## src/verilog/mmd_params.svh

```systemverilog
// constants for the program and data memory address decoder
`ifndef MMD_PARAMS_SVH
`define MMD_PARAMS_SVH

// ----------------------------------------------------------------------------
// program memory
// ----------------------------------------------------------------------------
`define MMD_PC_W          13
`define MMD_PWORD_W       14
`define MMD_PMEM_AW       10
`define MMD_RESET_VEC     13'h0000
`define MMD_INT_VEC       13'h0004

// ----------------------------------------------------------------------------
// data memory
// ----------------------------------------------------------------------------
`define MMD_DADDR_W       8
`define MMD_FADDR_W       7
`define MMD_SFR_LAST      7'h1f
`define MMD_GPR_FIRST     7'h20
`define MMD_GPR_LAST      7'h5f
`define MMD_GPR_AW        6
`define MMD_GPR_DEPTH     64
`define MMD_STAT_BANK_BIT 5
`define MMD_STAT_UPPER    6
`define MMD_STAT_INDIR    7

`endif

```

## src/verilog/mmd_pkg.sv

```systemverilog
// types for the program and data memory address decoder
package mmd_pkg;
`include "mmd_params.svh"

   typedef enum logic [1:0] {
      MMD_SEL_NONE,
      MMD_SEL_SFR,
      MMD_SEL_GPR
   } mmd_sel_t;

   typedef struct packed {
      logic                      wr;
      logic                      rd;
      logic                      indirect;
      logic [`MMD_FADDR_W-1:0]   faddr;
      logic [7:0]                wdata;
   } mmd_dreq_t;

   typedef struct packed {
      mmd_sel_t                  sel;
      logic                      bank;
      logic [`MMD_DADDR_W-1:0]   addr;
   } mmd_dec_t;
endpackage

```

## src/verilog/mmd_decode.sv

```systemverilog
// program counter and banked data memory decoder with shared gpr ram
// Operation
// - the program counter is 13 bits wide and addresses 8K words of 14 bits.
// - only words 0000h-03FFh exist and higher fetch addresses wrap onto them.
// - reset starts execution at 0000h and a taken interrupt loads 0004h.
// - data memory has two banks whose lowest 32 locations are special registers.
// - addresses 20h-5Fh select one shared 64-byte ram reached from either bank.
// - any location that is neither special register nor shared ram reads zero.
// - status bit 5 selects bank 0 when low and bank 1 when high for direct access; pointer bit 7 selects the bank for indirect access.
// - the shared ram is reached directly or through the indirect pointer register.
`include "mmd_params.svh"

module mmd_decode
   import mmd_pkg::*;
(
   input  wire logic                        clk,
   input  wire logic                        rst_n,
   input  wire logic                        pc_load,
   input  wire logic [`MMD_PC_W-1:0]        pc_load_val,
   input  wire logic                        pc_inc,
   input  wire logic                        int_take,
   input  wire logic [7:0]                  status_reg,
   input  wire logic [7:0]                  indirect_pointer_register,
   input  wire mmd_pkg::mmd_dreq_t          dreq,
   input  wire logic [7:0]                  sfr_rdata,
   output logic [`MMD_PC_W-1:0]             pc,
   output logic [`MMD_PMEM_AW-1:0]          pmem_addr,
   output mmd_pkg::mmd_dec_t                dec,
   output logic                             sfr_wr,
   output logic                             sfr_rd,
   output logic [7:0]                       rdata,
   output logic                             reserved_bits_set
);
   import mmd_pkg::*;

   // ---------------------------------------------------------------------
   // program counter
   // ---------------------------------------------------------------------
   logic [`MMD_PC_W-1:0] pc_q;
   logic [`MMD_PC_W-1:0] pc_d;

   assign pc_d = int_take ? `MMD_INT_VEC :
                 pc_load  ? pc_load_val :
                 pc_inc   ? pc_q + `MMD_PC_W'(1) : pc_q;

   always_ff @(posedge clk or negedge rst_n) begin
      if (!rst_n) begin
         pc_q <= `MMD_RESET_VEC;
      end else begin
         pc_q <= pc_d;
      end
   end

   assign pc        = pc_q;
   assign pmem_addr = pc_q[`MMD_PMEM_AW-1:0];

   // ---------------------------------------------------------------------
   // data address decode
   // ---------------------------------------------------------------------
   function automatic mmd_sel_t region(input logic [`MMD_FADDR_W-1:0] a);
      if (a <= `MMD_SFR_LAST) begin
         region = MMD_SEL_SFR;
      end else if (a <= `MMD_GPR_LAST) begin
         region = MMD_SEL_GPR;
      end else begin
         region = MMD_SEL_NONE;
      end
   endfunction

   wire                     bank_select_bit   = status_reg[`MMD_STAT_BANK_BIT];
   wire                     upper_bank_bit    = status_reg[`MMD_STAT_UPPER];
   wire                     indirect_bank_bit = status_reg[`MMD_STAT_INDIR];
   wire [`MMD_DADDR_W-1:0]  direct_addr       = {bank_select_bit, dreq.faddr};
   wire [`MMD_DADDR_W-1:0]  full_addr         = dreq.indirect ?
                                                indirect_pointer_register :
                                                direct_addr;
   wire [`MMD_FADDR_W-1:0]  low_addr          = full_addr[`MMD_FADDR_W-1:0];
   wire mmd_sel_t           sel               = region(low_addr);
   wire [`MMD_GPR_AW-1:0]   gpr_idx           = `MMD_GPR_AW'(low_addr - `MMD_GPR_FIRST);
   wire                     gpr_hit           = (sel == MMD_SEL_GPR);

   assign dec.sel  = sel;
   assign dec.bank = full_addr[`MMD_DADDR_W-1];
   assign dec.addr = full_addr;
   assign sfr_wr   = dreq.wr && (sel == MMD_SEL_SFR);
   assign sfr_rd   = dreq.rd && (sel == MMD_SEL_SFR);
   assign reserved_bits_set = upper_bank_bit | indirect_bank_bit;

   // ---------------------------------------------------------------------
   // shared general purpose ram, same bytes from both banks
   // ---------------------------------------------------------------------
   logic [7:0] gpr_mem [`MMD_GPR_DEPTH];
   logic [7:0] rdata_q;
   logic [7:0] rdata_d;

   always_ff @(posedge clk) begin
      if (dreq.wr && gpr_hit) begin
         gpr_mem[gpr_idx] <= dreq.wdata;
      end
   end

   always_comb begin
      case (sel)
         MMD_SEL_SFR: rdata_d = sfr_rdata;
         MMD_SEL_GPR: rdata_d = gpr_mem[gpr_idx];
         default:     rdata_d = 8'h00;
      endcase
   end

   always_ff @(posedge clk or negedge rst_n) begin
      if (!rst_n) begin
         rdata_q <= 8'h00;
      end else if (dreq.rd) begin
         rdata_q <= rdata_d;
      end
   end

   assign rdata = rdata_q;

   // ---------------------------------------------------------------------
   // checks
   // ---------------------------------------------------------------------
   chk_int_vector_load: assert property (@(posedge clk) disable iff (!rst_n)
      int_take |=> pc == `MMD_INT_VEC)
      else $error("pc not at interrupt vector after interrupt");
   chk_pc_increment: assert property (@(posedge clk) disable iff (!rst_n)
      (pc_inc && !pc_load && !int_take) |=> pc == $past(pc) + `MMD_PC_W'(1))
      else $error("pc did not increment");
   chk_prog_wrap: assert property (@(posedge clk) disable iff (!rst_n)
      pmem_addr == pc[`MMD_PMEM_AW-1:0])
      else $error("program address does not wrap");
   chk_unimpl_zero: assert property (@(posedge clk) disable iff (!rst_n)
      (dreq.rd && sel == MMD_SEL_NONE) |=> rdata == 8'h00)
      else $error("unimplemented location read nonzero");
   chk_sfr_region: assert property (@(posedge clk) disable iff (!rst_n)
      (dreq.rd && dec.addr[6:0] < 7'h20) |-> sfr_rd)
      else $error("low location not decoded as special register");
   chk_gpr_shared: assert property (@(posedge clk) disable iff (!rst_n)
      (dreq.wr && gpr_hit) ##1 (dreq.rd && gpr_hit && !dreq.wr &&
      low_addr == $past(low_addr)) |=> rdata == $past(dreq.wdata, 2))
      else $error("shared ram readback mismatch");
   chk_bank_select: assert property (@(posedge clk) disable iff (!rst_n)
      !dreq.indirect |-> dec.bank == status_reg[5])
      else $error("bank does not follow status bit 5");
   chk_direct_addr: assert property (@(posedge clk) disable iff (!rst_n)
      !dreq.indirect |-> dec.addr[6:0] == dreq.faddr)
      else $error("direct address field lost");
   chk_indirect_addr: assert property (@(posedge clk) disable iff (!rst_n)
      dreq.indirect |-> dec.addr == indirect_pointer_register)
      else $error("indirect address not from pointer");

   // ---------------------------------------------------------------------
   // program counter checks
   // ---------------------------------------------------------------------
   chk_pc_load_val: assert property (@(posedge clk) disable iff (!rst_n)
      (pc_load && !int_take) |=> pc == $past(pc_load_val))
      else $error("pc not loaded with jump target");

   chk_pc_hold: assert property (@(posedge clk) disable iff (!rst_n)
      (!pc_load && !pc_inc && !int_take) |=> pc == $past(pc))
      else $error("pc moved without a control");

   chk_int_priority: assert property (@(posedge clk) disable iff (!rst_n)
      (int_take && pc_load) |=> pc == `MMD_INT_VEC)
      else $error("interrupt did not win over jump");

   // ---------------------------------------------------------------------
   // data decode checks
   // ---------------------------------------------------------------------
   chk_sfr_write: assert property (@(posedge clk) disable iff (!rst_n)
      sfr_wr |-> (dreq.wr && dec.addr[6:0] <= 7'h1f))
      else $error("special register write outside its region");

   chk_sfr_direct: assert property (@(posedge clk) disable iff (!rst_n)
      (dreq.rd && !dreq.indirect && dreq.faddr <= 7'h1f) |-> sfr_rd)
      else $error("direct low read not a special register");

   chk_idle_strobes: assert property (@(posedge clk) disable iff (!rst_n)
      (!dreq.rd && !dreq.wr) |-> (!sfr_rd && !sfr_wr))
      else $error("special register strobe without access");

   chk_sfr_readback: assert property (@(posedge clk) disable iff (!rst_n)
      (dreq.rd && sfr_rd) |=> rdata == $past(sfr_rdata))
      else $error("special register data not returned");

   chk_gpr_region: assert property (@(posedge clk) disable iff (!rst_n)
      (dec.addr[6:0] >= 7'h20 && dec.addr[6:0] <= 7'h5f) |-> dec.sel == MMD_SEL_GPR)
      else $error("shared ram range not decoded");

   chk_no_gpr_strobe: assert property (@(posedge clk) disable iff (!rst_n)
      (dreq.wr && gpr_hit) |-> !sfr_wr)
      else $error("ram write leaked to special registers");

   chk_rdata_hold: assert property (@(posedge clk) disable iff (!rst_n)
      !dreq.rd |=> rdata == $past(rdata))
      else $error("read data changed without a read");

   chk_none_region: assert property (@(posedge clk) disable iff (!rst_n)
      dec.addr[6:0] >= 7'h60 |-> (dec.sel == MMD_SEL_NONE && !sfr_rd && !sfr_wr))
      else $error("unimplemented range decoded as present");

   chk_bank_one: assert property (@(posedge clk) disable iff (!rst_n)
      (!dreq.indirect && status_reg[5]) |-> dec.addr[7])
      else $error("bank one not placed in address");

   chk_reserved_flag: assert property (@(posedge clk) disable iff (!rst_n)
      reserved_bits_set == (status_reg[7] || status_reg[6]))
      else $error("reserved bit flag wrong");

   chk_bank_indirect: assert property (@(posedge clk) disable iff (!rst_n)
      dreq.indirect |-> dec.bank == indirect_pointer_register[7])
      else $error("indirect bank not from pointer");

   chk_direct_width: assert property (@(posedge clk) disable iff (!rst_n)
      !dreq.indirect |-> dec.addr == {status_reg[5], dreq.faddr})
      else $error("direct address not bank above field");

   chk_gpr_direct: assert property (@(posedge clk) disable iff (!rst_n)
      (!dreq.indirect && dreq.faddr >= 7'h20 && dreq.faddr <= 7'h5f) |-> gpr_hit)
      else $error("direct ram access missed");
endmodule // mmd_decode

```

## config.mk

```make
export PLATFORM = sky130hd
export DESIGN_NAME = mmd_decode
export DESIGN_NICKNAME = d
export VERILOG_FILES = /design/src/verilog/mmd_pkg.sv /design/src/verilog/mmd_decode.sv
export VERILOG_INCLUDE_DIRS = /design/src /design/src/verilog
export SDC_FILE = /design/constraint.sdc
export NUM_CORES = 1
export LEC_CHECK = 0
export ABC_AREA = 1
export BUFFER_PORTS_ARGS = -buffer_cell sky130_fd_sc_hd__buf_2
export CAP_MARGIN = 0
export CORE_MARGIN = 4
export CORE_UTILIZATION = 40
export CTS_CLUSTER_SIZE = 8
export DETAILED_ROUTE_END_ITERATION = 16
export RECOVER_POWER = 100
export SYNTH_ARGS = -nofsm -noshare
export SYNTH_HDL_FRONTEND = slang
export SYNTH_SLANG_ARGS = --single-unit
```

## constraint.sdc

```tcl
create_clock -name clk -period 2.4 [get_ports clk]
set_input_delay 0.12 -clock clk [delete_from_list [all_inputs] [get_ports clk]]
set_output_delay 0.12 -clock clk [all_outputs]
set_load 0.05 [all_outputs]
```

# [Word level (Yosys, flattened, before mapping)]
# Memories as Yosys holds them, arrays and structs flattened.
# Index checks and enable logic that the tools add are counted.
[op_classes] add_sub_neg=2 n_lt_le_gt_ge=2 n_eq_ne=2 mux=9 bitwise=1 reduce_logical=4
[ops] cell="2-to-1 mux 13 bit" count=3
[ops] cell="case mux 8 bit (2 select lines)" count=1
[ops] cell="adder 13 x 1 -> 13 bit, second input constant" count=1
[ops] cell="2-to-1 mux 8 bit" count=1
[ops] cell="less-or-equal comparator 7 x 5 -> 1 bit, second input constant" count=1
[ops] cell="less-or-equal comparator 7 bit, second input constant" count=1
[ops] cell="subtractor 6 bit, second input constant" count=1
[ops] cell="2-to-1 mux 2 bit" count=2
[ops] cell="logical AND 1 bit" count=3
[ops] cell="nonzero test 3 bit" count=1
[ops] cell="equality test 2 x 1 -> 1 bit, second input constant" count=1
[ops] cell="equality test 2 bit, second input constant" count=1
[ops] cell="2-to-1 mux 1 bit" count=2
[ops] cell="OR 1 bit" count=1
[word_totals] ff_bits=21 ram_bits=512 inputBits=60 output_inout_bits=45 wordCells=23 n_memories=1
[memory_table] name="gpr_mem" words=64 word_bits=8 rd=1 rd_ports_with_merged_regs=0 write_ports=1 line="mmd_decode.sv:92" rtl="logic [7:0] gpr_mem [`MMD_GPR_DEPTH];"

# [Depth between registers and ports, before layout]
# Gate-level depths: netlist of run 1.
[logic_depth] ltp_word=8 mapped_depth=18 depth_no_buf=16

# [Worst setup path after synthesis of run 1]
# No wires, ideal clock.
[synth_path] path_kind="input to register" start="input dreq[15] (netlist bit)" end="memory gpr_mem[57][0], enable pin" setup_time_ps=370 arrival_ps=1762 t_required_ps=2030 path_slack_ps=268 cell_stages=10 n_path_buf=0 cell_sequence="inv_2 or2_1 o21ai_4 inv_6 nor2_8 inv_2 nand2_4 nor2_8 nand3_4 nor2_1"
[synth_lines] element="start, declared" line="mmd_decode.sv:24" rtl="input wire mmd_pkg::mmd_dreq_t dreq,"
[synth_lines] element="end, declared" line="mmd_decode.sv:92"

# [Final worst setup path of run 1]
[layout_path] start="input dreq[15] (netlist bit)" end="register rdata_q[4], in the netlist rdata[4]"
[layout_via] elab_chain_len=6 word_cells_on_any_way=10 classes_between="1 x add/sub; 2 x order compare; 2 x eq/ne; 4 x mux; 1 x memory"
[layout_lines] element="2-to-1 mux 8 bit (*)" line="mmd_decode.sv:74" rtl="wire [`MMD_DADDR_W-1:0] full_addr = dreq.indirect ?"
[layout_lines] element="parallel branches: the longest is 4 deep, another holds memory (64 x 8 bit)"
[layout_lines] element="case mux 8 bit (2 select lines) (*)" line="mmd_decode.sv:103" rtl="case (sel)"
[layout_lines] element="end signal, assigned" line="mmd_decode.sv:114" rtl="rdata_q <= rdata_d;"
[layout_lines] element="end, declared" line="mmd_decode.sv:93" rtl="logic [7:0] rdata_q;"
# Every way passes the cells marked *.
# A chain may end at the register's enable or synchronous reset.

==> key figures, run 1 <==
Final layout
  – Finished Core Util: 47.9%
  – Area grow syn2layout: 18.6%
  – Nets: 2542
  – Proportion of layout cells with a drive suffix above 1: 11.8%
  – Fillers: roughly 5200
  – Antenna Cells: 0

Timing
  – Fmax: 437 MHz
  – Worst setup margin: between 100 and 150 ps
  – Sum Neg Setup Slack: 0 ps
  – Slew @ Worst Pin: ~1800 ps
  – Setup Skew: 20.1 ps
  – Worst rel slew slack: -18.3%
  – Fin crit period: 2290 ps
  – Final Slew Violations: 280
  – Endpoints failing setup: 0
  – Final Hold Fails: 0
  – Unrepaired setup endpoints after global routing: false
  – Period utilization: 95.3%

Clocking
  – H-tree depth: 3
  – Clk sink count: approximately 530
  – TritonCTS clock tree: done
  – CTS Buf Count: 76
  – Clk slew on worst S/H paths: ~50 ps
  – Longest Clk Path Bufs: 3
  – Worst skew pair latency: 610 ps
  – Root buffer cell: clkbuf_16

Floorplan
  – Initial Util: 40.4%
  – Die area: a little over 60000 µm²
  – Ports: between 100 and 150
  – FP Rows: 88
  – Core ar.: 57600 µm²
  – Die Height: ~250 µm
  – Chip width: 249 µm

Yosys
  – Post-synthesis cell type count: 43
  – Syn. warnings: 0
  – Post-Syn Nets: 2293
  – Syn Area/Cell: 10.4 µm²
  – #FFs+latches synth: 533
  – Post-Syn Area: 23300 µm²
  – Post-synthesis instance total: 2232
  – Post-synthesis sequential area ratio: 68.4%

Drt
  – Antenna viol nets, final: 0
  – Detailed Routing Iterations Pass 1: 5
  – Drt first-iter violations: ~1400
  – WL final: 60200 µm
  – DR DRC count: 0
  – Vias per inst: 4.93
  – Vias post-DR: 16100
  – Wirelength per Cell: 18.4 µm

Critical path
  – Critical Path Source: dreq[15]
  – Reg-to-reg setup timing slack: 160 ps
  – Crit path launch type: input pin
  – FF-to-FF Start: pc[5]$_DFFE_PN0P_
  – CP Capture Point: rdata[4]$_DFFE_PN0P_
  – Max FO, Critical Path: 28
  – Critical Path End Type: flip-flop
  – Kind of critical path: input pin to flip-flop
  – Critical path required time: 2940 ps
  – Reg2Reg Depth: 7
  – Reg2reg end: pc[11]$_DFFE_PN0P_
  – Arrival time worst endpoint: 2830 ps

Placed design
  – DP HPWL: 37100 µm
  – Placer Congestion: 0.916
  – IO buf count: 99
  – Place WS: 112 ps

GRT
  – Gr ovfl total: 0
  – Initial antenna violation count: 0
  – First-pass GRT wire length: 92400 µm
  – Vias in the first global route: 15800
  – Largest net degree at the start of global routing: 68
  – Total global-route track usage: 19.2%

Pwr
  – Pwr per Cell Area: a little over 800 nW/µm²
  – Total power: 22.2 mW
  – Leakage: around 11 nW
  – Worst VDD drop: 0.000466 V

Status
  – Failing checks: capacitance limit, slew limit
  – Outcome: complete, but fails checks

Job
  – Max_cap viols: 6

Hold path
  – Hold WC Path Type: input pin to flip-flop
-- how the worst min path moves through the flow --
stage             start                       to  slack [ps]  cells past startpoint
2_1_floorplan     rst_n        pc[0]$_DFFE_PN0P_        -180                      0
3_3_place_gp      rst_n        pc[6]$_DFFE_PN0P_         110                      1
3_5_place_dp      rst_n        pc[4]$_DFFE_PN0P_         110                      1
4_1_cts         dreq[7]  gpr_mem[8][7]$_DFFE_PP_          20                      1
5_1_grt        int_take       pc[12]$_DFFE_PN0P_         320                      5
6_report       int_take       pc[12]$_DFFE_PN0P_         240                      5
-- routing by layer --
layer | global-route usage, % | part of all wire [%] | vias to the layer above
met5 | 0 | 0 | -
met4 | 7.25 | 3.3 | 0
met3 | 2.99 | 5.8 | 116
met2 | 30.9 | 47 | 493
met1 | 26.5 | 44 | 7706
li1 | - | - | 7783
-- kinds of logic after synthesis --
logic type | count (synthesis) | share of synthesized area [%]
fa+ha+maj | 1 | 0.0538
xor+xnor | 10 | 0.377
flops | 533 | 68.4
buf+inv | 341 | 6.42
mux | 1 | 0.0430
simple gates | 1250 | 22.5
compound gates | 96 | 2.25
-- power by group --
group / switching (mW) / internal (mW) / leakage (nW)
Clock: 3.67 / 5.86 / 1.02
Combinational: 1.64 / 0.610 / 5.34
Sequential: 0.0585 / 10.3 / 4.87
-- worst max-delay path, stage by stage --
cell	delay, ps
clkbuf_2	100
inv_2	130
nand2_1	110
nand2_4	130
buf_6	290
buf_12	220
nand2_1	70
nand3_1	110
nand4_1	180
nand2_1	110
nand2_1	120
nor2_1	170
nand3_1	160
nand2_1	90
nand2_1	50
dlygate4sd3_1	550
nand2_1	60
-- stage by stage --
stage | hold slack [ps] | area (µm²) | instances
global placement | 109 | 25400 | 3122
floorplan | -176 | 23300 | 2232
CTS | 20.9 | 27900 | 3268
global route | 315 | 27600 | 3268
finish | 241 | 27600 | 3268
detailed placement | 109 | 25400 | 3122
-- repair_timing --
action / in CTS / in global routing
hold buffers: 46 / 0
setup buffers: 0 / 0
hold endpoints to repair: 42 / 0
gates resized for setup: 0 / 2
setup endpoints to repair: 0 / 2
-- registers in the layout, summed over array words and instances (netlist names) --
signal / flops
gpr_mem: 512
rdata: 8
pc: 13
-- synth_stat cells, drive strengths merged --
library cell  number  share of area, %
xor2               9              0.34
o32ai              4              0.15
nand3            158               3.8
nand2            871                14
or2                2             0.054
dfrtp             21               2.3
mux2i              1             0.043
clkinv             1             0.016
xnor2              1             0.038
and3               1             0.027
a21oi              9              0.19
o21a               1             0.032
a31oi              1             0.027
ha                 1             0.054
nand4             29              0.78
inv              233               3.8
o21ai             76               1.7
and2               6              0.16
o21bai             1             0.032
buf               90               2.3
o31ai              3             0.097
edfxtp           512                66
nor2             171               3.0
clkbuf            17              0.29
o211ai             1             0.032
nor4               2             0.054
nor3              10              0.45
-- area by class of cell --
type	instances	area [µm²]	area share (%)
Inverter	234	883	3.20
Timing Repair Buffer	278	1870	6.80
Clock inverter	5	51.3	0.186
Multi-Input combinational cell	1358	5880	21.3
Sequential cell	533	15900	57.6
Clock buffer	95	2040	7.39
Tap cell	765	957	3.47
-- layout by cell type (no fill, tap or decap), types with 7 or more instances in the layout --
| cell type | Yosys | routed |
|---|---|---|
| clkbuf_2 | 3 | 54 |
| buf_4 | 35 | 43 |
| edfxtp_1 | 512 | 512 |
| clkbuf_16 | 0 | 79 |
| clkbuf_1 | 14 | 73 |
| nor2_1 | 167 | 165 |
| nand3_4 | 7 | 7 |
| nand4_1 | 29 | 29 |
| inv_1 | 228 | 229 |
| o21ai_0 | 39 | 39 |
| xor2_1 | 9 | 9 |
| a21oi_1 | 9 | 9 |
| o21ai_1 | 36 | 37 |
| buf_12 | 0 | 13 |
| nand3_1 | 151 | 151 |
| nand2_1 | 862 | 861 |
| buf_2 | 52 | 58 |
| dfrtp_1 | 21 | 21 |
| dlygate4sd3_1 | 0 | 46 |
(Power assumes the default switching activity.)
==> run 2: changes to the inputs <==
--- a/config.mk
+++ b/config.mk
@@ -10,9 +10,10 @@
 export BUFFER_PORTS_ARGS = -buffer_cell sky130_fd_sc_hd__buf_2
 export CAP_MARGIN = 0
 export CORE_MARGIN = 4
-export CORE_UTILIZATION = 40
+export CORE_UTILIZATION = 58
 export CTS_CLUSTER_SIZE = 8
 export DETAILED_ROUTE_END_ITERATION = 16
+export PLACE_DENSITY = 0.76
 export RECOVER_POWER = 100
 export SYNTH_ARGS = -nofsm -noshare
 export SYNTH_HDL_FRONTEND = slang
==> key figures, run 2 (synthesized netlist as in run 1, its figures left out) <==
Status
  – Outcome: complete, but fails checks
  – Failing checks: capacitance limit, slew limit

Pwr
  – Pwr per Cell Area: 810 nW/µm²
  – Leakage: 11.3 nW
  – Total power: 22.3 mW
  – Worst VDD drop: 0.000578 V

Drt
  – Vias post-DR: 17200
  – WL final: 61400 µm
  – Drt first-iter violations: 2206
  – Antenna viol nets, final: 0
  – Wirelength per Cell: ~20 µm
  – DR DRC count: 0
  – Vias per inst: 5.61
  – Detailed Routing Iterations Pass 1: 6

Floorplan
  – Chip width: approximately 210 µm
  – Ports: 105
  – Initial Util: roughly 59%
  – FP Rows: between 70 and 80
  – Die area: about 43000 µm²
  – Die Height: about 210 µm
  – Core ar.: approximately 40000 µm²

Critical path
  – Crit path buffers/inverters: 6
  – Reg-to-reg setup timing slack: roughly 100 ps
  – Crit path launch type: input pin
  – Slowest stage delay, CP: 410 ps
  – FF-to-FF Start: pc[6]$_DFFE_PN0P_
  – Critical path required time: 2630 ps
  – Reg2reg end: pc[11]$_DFFE_PN0P_
  – Max FO, Critical Path: 10
  – Critical-path top delay cell: clkbuf_1
  – Arrival time worst endpoint: 2540 ps
  – Critical Path End Type: flip-flop
  – Critical-path cell list: buf_2 -> inv_4 -> or2_0 -> o21ai_4 -> inv_6 -> nor2_1 -> inv_1 -> nand2_1 -> nor2_8 -> nand3_1 -> clkbuf_1 -> nor2_1 -> clkbuf_1
  – Kind of critical path: input pin to flip-flop
  – Crit path max-delay family: buffers and inverters
  – Reg2Reg Depth: 7

Final layout
  – Nets: around 2600
  – Proportion of layout cells with a drive suffix above 1: a little over a tenth
  – Final instance area: about 27000 µm²
  – Fillers: 2820
  – Most frequent cells in the layout: 862 x nand2_1, 512 x edfxtp_1, 230 x inv_1
  – Flip-flop count of the largest register after layout: 512
  – Largest Register: gpr_mem
  – Fin cells: 3056
  – Commonest non-fill, non-tap cell in the layout: nand2_1
  – Antenna Cells: 0
  – Area grow syn2layout: 18.2%

Placed design
  – Place WS: 2.71 ps
  – Placed Cells incl. Taps: 2906
  – DP HPWL: 38200 µm
  – Post-Place Cell Area: 25300 µm²
  – IO buf count: 99
  – Placer Congestion: 0.941

Timing
  – Worst setup margin: 92.4 ps
  – Worst rel slew slack: -13.0%
  – Period utilization: 96.2%
  – Fin crit period: about 2300 ps
  – Endpoints failing setup: 0
  – Fmax: 433 MHz
  – Slew @ Worst Pin: 1700 ps
  – Setup Skew: around 14 ps
  – Final hold slack: 35.8 ps
  – Final Slew Violations: around 200
  – Final Hold Fails: 0

Clocking
  – Clk sink count: 533
  – H-tree depth: 3
  – CTS Buf Count: 76
  – Clk slew on worst S/H paths: 50 ps
  – Longest Clk Path Bufs: 3
  – Root buffer cell: clkbuf_16
  – TritonCTS clock tree: done
  – Worst skew pair latency: 600 ps

GRT
  – Initial antenna violation count: 0
  – Largest net degree at the start of global routing: 65
  – First-pass GRT wire length: 93600 µm
  – Vias in the first global route: 16700
  – Gr ovfl total: 0
  – Total global-route track usage: 27.8%

Hold path
  – Hold WC Path Type: input pin to flip-flop
  – Beginning of the worst hold path: pc_load
  – Hold endpoint: pc[12]$_DFFE_PN0P_
  – Hold Crit Depth: 3

Job
  – Max_cap viols: 3
==> run 2: per-layer routing <==
layer	wire, µm	global-route usage [%]
met1	23100	36.5
met2	29300	45.5
met3	6270	6.08
met4	2660	11.3
met5	0	0
==> run 2: worst max path at each step <==
stage                                  from  cells after the start                        to  slack (ps)
after floorplan                    dreq[15]                     10  gpr_mem[57][0]$_DFFE_PP_         270
after detailed placement           dreq[15]                     12  gpr_mem[37][5]$_DFFE_PP_           3
final                              dreq[15]                     13  gpr_mem[27][0]$_DFFE_PP_          90
after global routing      pc[6]$_DFFE_PN0P_                      7        pc[11]$_DFFE_PN0P_         -10
after global placement             dreq[15]                     19      rdata[7]$_DFFE_PN0P_         100
after CTS                 pc[6]$_DFFE_PN0P_                      7        pc[11]$_DFFE_PN0P_          40
==> run 2: what timing repair did <==
action                                  4_1_cts  5_1_grt
hold endpoints to repair                     42        0
gates resized for setup                       0       12
hold buffers                                 41        0
endpoints found under the setup margin        0       10
setup buffers                                 0        3
==> run 2: per-stage QoR <==
| stage | util [%] | TNS [ps] |
|---|---|---|
| 2_1_floorplan | - | 0 |
| 3_3_place_gp | 63.8 | 0 |
| 3_5_place_dp | 63.8 | 0 |
| 4_1_cts | 70.1 | 0 |
| 5_1_grt | 69.2 | -12.5 |
| 6_report | 69.2 | 0 |
==> run 2: worst reg2reg max path, cell delays in order (launching register included) <==
cell and delay (ps):
dfrtp_1 490, nand2_1 170, nor4_4 400, nand3_1 140, xor2_1 160, o21ai_0 170
dlygate4sd3_1 570, o21ai_0 80
==> run 2: layout make-up <==
class,instances,area (µm²),area share [%]
sequential,533,15900,57.8
clock inverter,7,106,0.387
tap,525,657,2.39
inverter,234,886,3.22
timing repair buffer,302,2080,7.58
clock buffer,97,2000,7.28
multi-input combinational,1358,5860,21.3
==> run 2: power breakdown <==
| part | internal, mW | total [mW] | switching, mW |
|---|---|---|---|
| Combinational | 0.647 | 2.33 | 1.68 |
| Clock | 5.80 | 9.54 | 3.74 |
| Sequential | 10.3 | 10.4 | 0.0609 |
